<file path="src/ssr_defs.svh">
`ifndef SSR_DEFS_SVH
`define SSR_DEFS_SVH

// register byte offsets on the bus
`define SSR_CMD_OFS 8'h00
`define SSR_CFG_OFS 8'h04
`define SSR_DIV_OFS 8'h08
`define SSR_STAT_OFS 8'h0c
`define SSR_SIZE_OFS 8'h10

// configuration field positions and reset values
`define SSR_CFG_FMT_LSB 0
`define SSR_CFG_SLOT_LSB 4
`define SSR_CFG_RST 2'h2
`define SSR_DIV_RST 16'h0001

// command codes
`define SSR_CMD_FIRST 16'h0001
`define SSR_CMD_NEXT 16'h0002
`define SSR_CMD_CLEAR 16'h0003
`define SSR_CMD_ADD_NET 16'h0029
`define SSR_CMD_ADD_RATE 16'h002e

// value-kind indications
`define SSR_IND_NET 5'h01
`define SSR_IND_RATE 5'h06
`define SSR_IND_SETUP 5'h1e

// 16-bit signed integer limits
`define SSR_INT_MAX 32'sh00007fff
`define SSR_INT_MIN (-32'sh00008000)

// bytes per message slot, and the float-out overhead per message
`define SSR_INT_SLOT_BYTES 8'h04
`define SSR_FLT_IN_SLOT_BYTES 8'h08
`define SSR_FLT_OUT_OVH_BYTES 8'h02
`define SSR_FLT_OUT_SLOT_BYTES 8'h06

// refresh period
`define SSR_UPDATE_MS 60
`define SSR_CLK_KHZ 125000
`define SSR_UPDATE_CYC (`SSR_UPDATE_MS * `SSR_CLK_KHZ)

// rotation and buffer sizes
`define SSR_ROT_DEPTH 4
`define SSR_FIFO_DEPTH 16

`endif

</file>
<file path="src/ssr_pkg.sv">
package ssr_pkg;

    typedef enum logic [1:0] {
        SSR_FMT_INT,
        SSR_FMT_DIV,
        SSR_FMT_FLT
    } ssr_fmt_e;

    typedef enum logic [1:0] {
        SSR_EM_IDLE,
        SSR_EM_DIV,
        SSR_EM_SEND
    } ssr_emit_e;

    // one 16-bit word toward the controller, last marks end of message
    typedef struct packed {
        logic last;
        logic [15:0] data;
    } ssr_word_s;

    // whole state of the rotation block
    typedef struct packed {
        logic [22:0] tick;
        logic [15:0] cmd_word;
        logic [15:0] cmd_last;
        ssr_fmt_e fmt;
        logic [1:0] slots;
        logic [15:0] div_size;
        logic [1:0] ack;
        logic [4:0] ind;
        logic [3:0] rot;
        logic [2:0] len;
        logic [1:0] ptr;
        logic started;
        ssr_emit_e emit;
        logic [1:0] word;
        logic [1:0] slot;
        logic [31:0] val;
        logic [31:0] quot;
        logic [16:0] rem;
        logic [5:0] dcnt;
        logic neg;
        logic [15:0] skipped;
        logic wb_ack;
        logic [31:0] wb_dat;
    } ssr_state_s;

endpackage

</file>
<file path="src/ssr_fifo.sv">
`timescale 1ns/1ns
module ssr_fifo
    import ssr_pkg::*;
#(
    parameter int WIDTH = 17,
    parameter int DEPTH = 16
) (
    // clock and reset
    input wire logic ref_clk_i,
    input wire logic rst_n_i,
    // filling side
    input wire logic in_valid_i,
    output logic in_ready_o,
    input wire logic [WIDTH-1:0] in_data_i,
    // draining side
    output logic out_valid_o,
    input wire logic out_ready_i,
    output logic [WIDTH-1:0] out_data_o
);
    localparam int AW = $clog2(DEPTH);

    typedef struct packed {
        logic [DEPTH-1:0][WIDTH-1:0] mem;
        logic [AW:0] wp;
        logic [AW:0] rp;
    } ssr_fifo_s;

    ssr_fifo_s s;
    ssr_fifo_s next_s;
    logic full;
    logic empty;

    // extra pointer bit tells full from empty
    assign empty = (s.wp == s.rp);
    assign full = (s.wp[AW] != s.rp[AW]) && (s.wp[AW-1:0] == s.rp[AW-1:0]);
    assign in_ready_o = !full;
    assign out_valid_o = !empty;
    assign out_data_o = s.mem[s.rp[AW-1:0]];

    // push and pop may share a cycle
    always_comb begin
        next_s = s;
        if (in_valid_i && !full) begin
            next_s.mem[s.wp[AW-1:0]] = in_data_i;
            next_s.wp = s.wp + 1'b1;
        end
        if (out_ready_i && !empty) begin
            next_s.rp = s.rp + 1'b1;
        end
    end

    always_ff @(posedge ref_clk_i) begin
        if (!rst_n_i) begin
            s <= '0;
        end else begin
            s <= next_s;
        end
    end
endmodule

</file>
<file path="src/ssr_rotation.sv">
// Behaviour
// (RULE1) controller writes 1 to start rotation
// (RULE2) command 1: ack 1, indication 1, net
// (RULE3) command 2: ack 2, indication 6, rate
// (RULE4) unchanged command word is not a command
// (RULE5) alternate 1/2 advances, wraps to first field
// (RULE6) refresh selected field every 60 ms; a tick that comes while the previous message still drains is skipped
// (RULE7) controller decodes indication before using value
// (RULE8) integer formats are saturated 16-bit signed
// (RULE9) integer in units, division is units/size
// (RULE10) controller multiplies division value by size
// (RULE11) integer formats: 4 bytes each way per slot
// (RULE12) float values are single-precision binary
// (RULE13) float to controller: 8 bytes per slot
// (RULE14) float from controller: 2 + 6 per slot
// (RULE15) exchange organised as 16-bit words
// (RULE16) controller waits for ack before next command
// (RULE17) 3 clears, 41/46 append, indication 30
// (RULE18) command sampled once per update tick
`timescale 1ns/1ns
`include "ssr_defs.svh"
module ssr_rotation
    import ssr_pkg::*;
#(
    parameter int UPDATE_CYCLES = `SSR_UPDATE_CYC
) (
    // clock and reset
    input wire logic ref_clk_i,
    input wire logic rst_n_i,
    // wishbone classic slave
    input wire logic wb_cyc_i,
    input wire logic wb_stb_i,
    input wire logic wb_we_i,
    input wire logic [7:0] wb_adr_i,
    input wire logic [3:0] wb_sel_i,
    input wire logic [31:0] wb_dat_i,
    output logic [31:0] wb_dat_o,
    output logic wb_ack_o,
    // live measurements in displayed units
    input wire logic signed [31:0] net_weight_i,
    input wire logic signed [31:0] rate_i,
    // message words toward the controller
    output ssr_word_s msg_word_o,
    output logic msg_valid_o,
    input wire logic msg_ready_i,
    // current answer
    output logic [1:0] ack_count_o,
    output logic [4:0] fp_ind_o
);
    ssr_state_s s;
    ssr_state_s next_s;
    ssr_word_s push_word;
    logic push_ready;
    logic tick_hit;
    logic wb_req;

    // merge written byte lanes into an old value
    function automatic logic [31:0] apply_sel(input logic [31:0] old_v,
                                               input logic [31:0] new_v,
                                               input logic [3:0] sel);
        logic [31:0] r;
        r = old_v;
        for (int i = 0; i < 4; i++) begin
            if (sel[i]) begin
                r[8*i +: 8] = new_v[8*i +: 8];
            end
        end
        return r;
    endfunction

    // clamp to the 16-bit two's-complement range
    function automatic logic [15:0] sat16(input logic signed [31:0] v);
        logic [15:0] r;
        r = v[15:0];
        if (v > `SSR_INT_MAX) begin
            r = 16'h7fff; // RULE8
        end else if (v < `SSR_INT_MIN) begin
            r = 16'h8000; // RULE8
        end
        return r;
    endfunction

    // signed integer to single precision, fraction truncated
    function automatic logic [31:0] to_float(input logic signed [31:0] v);
        logic [31:0] mag;
        logic [31:0] norm;
        logic [7:0] expo;
        int lead;
        mag = v[31] ? 32'(-v) : 32'(v);
        lead = 0;
        for (int i = 0; i < 32; i++) begin
            if (mag[i]) begin
                lead = i;
            end
        end
        norm = mag << (31 - lead);
        expo = 8'(127 + lead);
        if (mag == 32'h0000_0000) begin
            return 32'h0000_0000;
        end
        return {v[31], expo, norm[30:8]}; // RULE12
    endfunction

    // byte counts per direction for the configured slots
    function automatic logic [15:0] msg_bytes(input ssr_fmt_e fmt,
                                              input logic [1:0] slots);
        logic [7:0] n;
        logic [7:0] to_plc;
        logic [7:0] from_plc;
        n = 8'(slots) + 8'h01;
        if (fmt == SSR_FMT_FLT) begin
            to_plc = 8'(n * `SSR_FLT_IN_SLOT_BYTES); // RULE13
            from_plc = 8'(`SSR_FLT_OUT_OVH_BYTES
                          + n * `SSR_FLT_OUT_SLOT_BYTES); // RULE14
        end else begin
            to_plc = 8'(n * `SSR_INT_SLOT_BYTES); // RULE11
            from_plc = 8'(n * `SSR_INT_SLOT_BYTES); // RULE11
        end
        return {from_plc, to_plc};
    endfunction

    // one word of a slot; float slots hold four, integer slots two
    function automatic ssr_word_s slot_word(input ssr_state_s st);
        ssr_word_s w;
        logic [1:0] last_word;
        last_word = (st.fmt == SSR_FMT_FLT) ? 2'h3 : 2'h1;
        w.last = (st.word == last_word) && (st.slot == st.slots);
        if (st.fmt == SSR_FMT_FLT) begin
            case (st.word)
                2'h0: w.data = {14'h0000, st.ack};
                2'h1: w.data = {11'h000, st.ind};
                2'h2: w.data = st.val[31:16];
                default: w.data = st.val[15:0];
            endcase
        end else begin
            case (st.word)
                2'h0: w.data = st.val[15:0];
                default: w.data = {6'h00, st.ack, 3'h0, st.ind};
            endcase
        end
        return w; // RULE15
    endfunction

    ssr_fifo #(
        .WIDTH($bits(ssr_word_s)),
        .DEPTH(`SSR_FIFO_DEPTH)
    ) u_fifo (
        .ref_clk_i(ref_clk_i),
        .rst_n_i(rst_n_i),
        .in_valid_i(s.emit == SSR_EM_SEND),
        .in_ready_o(push_ready),
        .in_data_i(push_word),
        .out_valid_o(msg_valid_o),
        .out_ready_i(msg_ready_i),
        .out_data_o(msg_word_o)
    );

    assign push_word = slot_word(s);
    assign tick_hit = (s.tick == 23'(UPDATE_CYCLES - 1));
    assign wb_req = wb_cyc_i && wb_stb_i && !s.wb_ack;
    assign wb_dat_o = s.wb_dat;
    assign wb_ack_o = s.wb_ack;
    assign ack_count_o = s.ack;
    assign fp_ind_o = s.ind;

    // next state: bus, tick, command decode, divider and emitter
    always_comb begin
        logic signed [31:0] sel_val;
        logic [31:0] mag;
        logic [16:0] trial;
        logic [16:0] dsz;
        sel_val = '0;
        mag = '0;
        trial = '0;
        // a zero size would fill the quotient with ones; divide by one
        dsz = (s.div_size == 16'h0000) ? 17'h00001 : {1'b0, s.div_size};
        next_s = s;

        // bus slave, one wait state, unmapped reads return zero
        next_s.wb_ack = wb_req;
        if (wb_req && wb_we_i) begin
            case (wb_adr_i)
                `SSR_CMD_OFS: begin
                    next_s.cmd_word = 16'(apply_sel({16'h0000, s.cmd_word},
                                                    wb_dat_i, wb_sel_i));
                end
                `SSR_CFG_OFS: begin
                    if (wb_sel_i[0] && wb_dat_i[1:0] != 2'h3) begin
                        next_s.fmt = ssr_fmt_e'(wb_dat_i[1:0]);
                        next_s.slots = wb_dat_i[`SSR_CFG_SLOT_LSB +: 2];
                    end
                end
                `SSR_DIV_OFS: begin
                    next_s.div_size = 16'(apply_sel({16'h0000, s.div_size},
                                                    wb_dat_i, wb_sel_i));
                end
                default: begin
                end
            endcase
        end
        if (wb_req && !wb_we_i) begin
            case (wb_adr_i)
                `SSR_CMD_OFS: next_s.wb_dat = {16'h0000, s.cmd_word};
                `SSR_CFG_OFS: next_s.wb_dat = {26'h0, s.slots, 2'h0, s.fmt};
                `SSR_DIV_OFS: next_s.wb_dat = {16'h0000, s.div_size};
                `SSR_STAT_OFS: begin
                    next_s.wb_dat = {s.skipped, 1'b0, s.len, s.ptr,
                                     s.ack, 3'h0, s.ind};
                end
                `SSR_SIZE_OFS: next_s.wb_dat = {16'h0000,
                                                msg_bytes(s.fmt, s.slots)};
                default: next_s.wb_dat = 32'h0000_0000;
            endcase
        end

        // refresh divider, one pulse per update period
        next_s.tick = tick_hit ? 23'h000000 : s.tick + 23'h000001;

        if (tick_hit && s.emit != SSR_EM_IDLE) begin
            // previous message still draining: period is skipped
            next_s.skipped = s.skipped + 16'h0001;
        end
        // the emitter keeps stepping on a skipped tick, since that tick falls to
        // the else branch below, which pushes whenever the buffer has room
        if (tick_hit && s.emit == SSR_EM_IDLE) begin
            // a command is new only if it differs from the last taken
            if (s.cmd_word != s.cmd_last) begin // RULE4 RULE18
                next_s.cmd_last = s.cmd_word;
                case (s.cmd_word)
                    `SSR_CMD_FIRST, `SSR_CMD_NEXT: begin
                        if (!s.started || s.ptr + 3'h1 >= s.len) begin
                            next_s.ptr = 2'h0; // RULE1 RULE5
                        end else begin
                            next_s.ptr = s.ptr + 2'h1; // RULE5
                        end
                        next_s.started = 1'b1;
                        next_s.ack = s.cmd_word[1:0]; // RULE2 RULE3
                    end
                    `SSR_CMD_CLEAR: begin
                        next_s.len = 3'h0; // RULE17
                        next_s.started = 1'b0;
                        next_s.ack = 2'h1;
                    end
                    `SSR_CMD_ADD_NET, `SSR_CMD_ADD_RATE: begin
                        if (s.len < 3'(`SSR_ROT_DEPTH)) begin
                            next_s.rot[s.len[1:0]] =
                                (s.cmd_word == `SSR_CMD_ADD_RATE);
                            next_s.len = s.len + 3'h1; // RULE17
                        end
                        next_s.ack = (s.ack == 2'h3) ? 2'h1 : s.ack + 2'h1;
                    end
                    default: begin
                        next_s.started = 1'b0;
                        next_s.ack = (s.ack == 2'h3) ? 2'h1 : s.ack + 2'h1;
                    end
                endcase
            end

            // pick the field now in force and sample it fresh
            if (next_s.started && next_s.len != 3'h0) begin
                if (next_s.rot[next_s.ptr]) begin
                    next_s.ind = `SSR_IND_RATE; // RULE3
                    sel_val = rate_i;
                end else begin
                    next_s.ind = `SSR_IND_NET; // RULE2
                    sel_val = net_weight_i;
                end
            end else begin
                next_s.ind = `SSR_IND_SETUP; // RULE17
                sel_val = '0;
            end

            // every period not skipped, a new message with fresh data
            next_s.word = 2'h0; // RULE6
            next_s.slot = 2'h0;
            case (s.fmt)
                SSR_FMT_FLT: begin
                    next_s.val = to_float(sel_val); // RULE12
                    next_s.emit = SSR_EM_SEND;
                end
                SSR_FMT_DIV: begin
                    mag = sel_val[31] ? 32'(-sel_val) : 32'(sel_val);
                    next_s.neg = sel_val[31];
                    next_s.quot = mag;
                    next_s.rem = 17'h00000;
                    next_s.dcnt = 6'h00;
                    next_s.emit = SSR_EM_DIV;
                end
                default: begin
                    next_s.val = {16'h0000, sat16(sel_val)}; // RULE9
                    next_s.emit = SSR_EM_SEND;
                end
            endcase
        end else begin
            case (s.emit)
                // restoring divide: one quotient bit per clock
                SSR_EM_DIV: begin
                    trial = {s.rem[15:0], s.quot[31]};
                    next_s.quot = {s.quot[30:0], 1'b0};
                    if (trial >= dsz) begin
                        trial = trial - dsz;
                        next_s.quot[0] = 1'b1;
                    end
                    next_s.rem = trial;
                    next_s.dcnt = s.dcnt + 6'h01;
                    if (s.dcnt == 6'h1f) begin
                        mag = next_s.neg ? 32'(-next_s.quot) : next_s.quot;
                        next_s.val = {16'h0000, sat16(mag)}; // RULE8 RULE9
                        next_s.emit = SSR_EM_SEND;
                    end
                end
                // push words while the buffer has room
                SSR_EM_SEND: begin
                    if (push_ready) begin
                        if (push_word.last) begin
                            next_s.emit = SSR_EM_IDLE;
                        end else if (s.word == ((s.fmt == SSR_FMT_FLT)
                                                ? 2'h3 : 2'h1)) begin
                            next_s.word = 2'h0; // RULE11 RULE13
                            next_s.slot = s.slot + 2'h1;
                        end else begin
                            next_s.word = s.word + 2'h1;
                        end
                    end
                end
                default: begin
                end
            endcase
        end
    end

    // state register; command history starts at zero so 1 counts as new
    always_ff @(posedge ref_clk_i) begin
        if (!rst_n_i) begin
            s <= '0;
            s.fmt <= ssr_fmt_e'(`SSR_CFG_RST);
            s.div_size <= `SSR_DIV_RST;
            s.ind <= `SSR_IND_SETUP;
            s.emit <= SSR_EM_IDLE;
        end else begin
            s <= next_s;
        end
    end
endmodule

</file>
<file path="config.mk">
export PLATFORM = sky130hd
export DESIGN_NAME = ssr_rotation
export DESIGN_NICKNAME = d
export VERILOG_FILES = /design/src/ssr_pkg.sv /design/src/ssr_fifo.sv /design/src/ssr_rotation.sv
export VERILOG_INCLUDE_DIRS = /design/src
export SDC_FILE = /design/constraint.sdc
export NUM_CORES = 2
export LEC_CHECK = 0
export CELL_PAD_IN_SITES_DETAIL_PLACEMENT = 1
export CELL_PAD_IN_SITES_GLOBAL_PLACEMENT = 1
export CORE_UTILIZATION = 35
export DETAILED_ROUTE_END_ITERATION = 12
export DONT_BUFFER_PORTS = 1
export GPL_ROUTABILITY_DRIVEN = 0
export PLACE_DENSITY_LB_ADDON = 0.1
export SYNTH_ARGS = -nofsm -noshare
export SYNTH_HDL_FRONTEND = slang
export SYNTH_HIERARCHICAL = 1
export SYNTH_SLANG_ARGS = --single-unit
</file>
<file path="constraint.sdc">
create_clock -name ref_clk_i -period 18.7 [get_ports ref_clk_i]
set_clock_uncertainty 0.1 [all_clocks]
set_input_delay 3.74 -clock ref_clk_i [delete_from_list [all_inputs] [get_ports ref_clk_i]]
set_output_delay 3.74 -clock ref_clk_i [all_outputs]
set_load 0.03 [all_outputs]
</file>
==> flow_summary.ini <==
[floorplanning]
design.core.area_sq_um = 86600
die_width_microns = 297
fp.dieH_microns = 297
placement_rows = 108
i_o_pin_cnt = 172
fp.dieArea_sq_um = 88500
floorplan.initialDensity = 0.353

[route]
detail_route.wirelength_microns = 109000
detailedRoute.firstIterationViolations = 1286
avgViaCountPerCell = 5.77
wire_per_inst_microns = 23.7
ant_nets = 0
vias = 26496
remaining_drc_errors = 0
detail_route.first_pass.iterations = 5

[logic_synthesis]
synth.distinct_cells = 107
postSynthNetCount = 3703
synth.top_cells.by_count = sky130_fd_sc_hd__nand2_1, sky130_fd_sc_hd__dfxtp_1, sky130_fd_sc_hd__mux2i_1
postSynthAreaPerCell_sq_um = 8.63
syn-cell-area_sq_um = 30600
yosysWarnings = 6
post-synth-top-count-cell = sky130_fd_sc_hd__nand2_1
synth_top_area_frac = 0.337
yosysTopAreaCell = sky130_fd_sc_hd__dfxtp_1
synth.area.top_cells = sky130_fd_sc_hd__dfxtp_1, sky130_fd_sc_hd__mux2i_1, sky130_fd_sc_hd__nand2_1
synth.ff_latch_count = 514
synth_async_sr_flop_share = 0
synthCells = 3541
number_of_flops_mapped_to_enable_cells_by_yosys = 0
synth_top_flop_cell = sky130_fd_sc_hd__dfxtp_1
synth_seq_area_share = 0.337

[timing]
max_freq_mhz = 96.2
setup_viol_count_final = 0
report.final.hold_viol_count = 0
rsz0062_at_grt = no
finalWorstPathRequiredPeriod_ps = 10400
timing.max_slew.rel_slack = 0.176
period_share = 0.556
finalSetupTns_ps = 0
final_max_slew_viol_count = 0
timing_worst_slew_pin_value_ps = 1230

[global_route]
grt_pass1_vias = 28016
globalRouteTotalUtil = 0.240
antenna_found_initial = 2
globalRouteOverflowTotal = 0
grt_start_max_net_pins = 334
grt_pass1_wl_microns = 168000

[setup_path]
timing.critical_path.buf_inv = 4
setup.reg_to_reg.worst_slack_ps = 8300
critical_path.endpoint_type = flip-flop
cpMaxStageDelayCell = sky130_fd_sc_hd__a2111oi_0
crit_fanout = 62
crit_path_start_kind = flip-flop
signal_arrival_time_at_the_worst_endpoint_ps = 10780
critical-path-max-stage-delay_ps = 840
timing.critical_path.max_delay_family = compound AO/OA/AOI/OAI gates
data_required_time_of_the_critical_path_ps = 19090
worst-setup-path-type = flip-flop to flip-flop

[placed_design]
io_buffer_count = 0
place_area_sq_um = 31100
dp_hpwl_microns = 76800

[clock_tree]
clock_tree.root_cell = sky130_fd_sc_hd__clkbuf_16
tritoncts_clock_tree = done
cts_hold_repair.buffers = 0
cts.htree.levels = 3
clkSinkCount = 514
clk_pin_slew_ps = 60
cts.repair_timing.setup_buffer_count = 0
tritoncts.num_buffers = 66
clk_latency_ps = 620
count_of_cells_resized_by_post_cts_repair = 0
clk_path_buf_depth = 3

[final_layout]
areaGrowthSynthToFinish_pct = 9.00
fin_nets = 3550
post-route-cell-area_sq_um = 33300
antennaDiodeCount = 0
fill_cells = 10074
post_route_cells_drive_above_1_share = 0.0926

[min_path]
hold_class = flip-flop to flip-flop

[power]
power.density_nw_per_um2 = 73.0
vdd_ir_drop_max_v = 0.0000585
cellLeakagePower_nw = 11.1

[outcome]
run_status = complete, no violations

[flow_run]
max_cap_violations = 0
metal layers:
layer / vias to the layer above / GRT usage / part of all wire
met5: - / 0 / 0.00027
met4: 4 / 0.0945 / 0.036
met3: 203 / 0.0299 / 0.035
met2: 520 / 0.424 / 0.50
met1: 13384 / 0.293 / 0.43
li1: 12385 / - / -
cell type report:
cell class | count | area (sq um) | area share
inverters | 63 | 239 | 0.00717
well taps | 1155 | 1450 | 0.0434
repair buffers | 47 | 353 | 0.0106
clock inverters | 27 | 424 | 0.0127
multi-input cells | 2696 | 18700 | 0.562
flip-flops and latches | 514 | 10300 | 0.309
clock buffers | 88 | 1810 | 0.0545
registers in the layout, summed over array words and instances (netlist names):
name / flops
fp_ind_o: 3
wb_dat_o: 32
ack_count_o: 2
wb_ack_o: 1
s: 194
u_fifo/s: 282
per-stage QoR:
step,total power [mW],util,hold WS [ps],worst slack [ps],std cells
floorplan,1.15,-,316,10340,3541
global placement,1.15,0.359,339,8130,4475
detailed placement,1.15,0.359,347,8120,4475
CTS,2.47,0.384,356,8480,4590
global route,2.52,0.385,374,7710,4590
finish,2.43,0.385,353,8300,4590
cells by family (layout without fill, tap and decap cells):
family,count (synthesis),in the layout,share of synthesized area
compound gates,723,723,0.162
xor+xnor,140,140,0.0401
fa+ha+maj,48,48,0.0199
buf+inv,331,225,0.0536
flops,514,514,0.337
mux,519,519,0.200
simple gates,1266,1266,0.188
worst paths after layout:
check                                    startpoint             endpoint  cells after the start
worst min register to register  s[133]$_SDFFE_PN0P_  s[133]$_SDFFE_PN0P_                      2
worst max-delay path            s[211]$_SDFFE_PN0P_  s[126]$_SDFFE_PN0P_                     28
worst max register to register  s[211]$_SDFFE_PN0P_  s[126]$_SDFFE_PN0P_                     28
worst min-delay path            s[133]$_SDFFE_PN0P_  s[133]$_SDFFE_PN0P_                      2
worst min-delay path, cell delays in order (launching register included):
cell and delay, ps:
sky130_fd_sc_hd__dfxtp_1 310, sky130_fd_sc_hd__nand2_1 50, sky130_fd_sc_hd__a21oi_1 50
placed cells by master, fill, tap and decap left out, types with 10 or more instances in the layout:
| cell | n |
|---|---|
| sky130_fd_sc_hd__mux2i_1 | 422 |
| sky130_fd_sc_hd__nand3b_1 | 10 |
| sky130_fd_sc_hd__nand3_1 | 65 |
| sky130_fd_sc_hd__a21o_1 | 15 |
| sky130_fd_sc_hd__a211oi_1 | 46 |
| sky130_fd_sc_hd__a21oi_4 | 15 |
| sky130_fd_sc_hd__nor2b_1 | 32 |
| sky130_fd_sc_hd__clkbuf_16 | 66 |
| sky130_fd_sc_hd__clkinv_2 | 12 |
| sky130_fd_sc_hd__clkbuf_1 | 14 |
| sky130_fd_sc_hd__nor3_1 | 70 |
| sky130_fd_sc_hd__or4_1 | 16 |
| sky130_fd_sc_hd__o31ai_1 | 18 |
| sky130_fd_sc_hd__ha_1 | 47 |
| sky130_fd_sc_hd__nand2b_1 | 31 |
| sky130_fd_sc_hd__inv_1 | 57 |
| sky130_fd_sc_hd__buf_4 | 47 |
| sky130_fd_sc_hd__nor4_1 | 23 |
| sky130_fd_sc_hd__a22oi_1 | 60 |
| sky130_fd_sc_hd__o211ai_1 | 18 |
| sky130_fd_sc_hd__xor2_1 | 72 |
| sky130_fd_sc_hd__o21ai_0 | 156 |
| sky130_fd_sc_hd__nor2_1 | 304 |
| sky130_fd_sc_hd__nand4_1 | 36 |
| sky130_fd_sc_hd__a221oi_1 | 12 |
| sky130_fd_sc_hd__a31oi_1 | 20 |
| sky130_fd_sc_hd__or3_1 | 34 |
| sky130_fd_sc_hd__a22o_1 | 16 |
| sky130_fd_sc_hd__o21a_1 | 22 |
| sky130_fd_sc_hd__and3_1 | 18 |
| sky130_fd_sc_hd__mux2_2 | 21 |
| sky130_fd_sc_hd__xnor2_1 | 67 |
| sky130_fd_sc_hd__dfxtp_1 | 510 |
| sky130_fd_sc_hd__mux4_2 | 68 |
| sky130_fd_sc_hd__nand2_1 | 564 |
| sky130_fd_sc_hd__and2_1 | 15 |
| sky130_fd_sc_hd__a21oi_1 | 164 |
| sky130_fd_sc_hd__o21ai_1 | 18 |
where the power goes:
| part | switching, mW | internal, mW |
|---|---|---|
| combinational | 0.0214 | 0.00904 |
| clock | 0.536 | 0.766 |
| sequential | 0.00243 | 1.10 |
(Power assumes the default switching activity.)
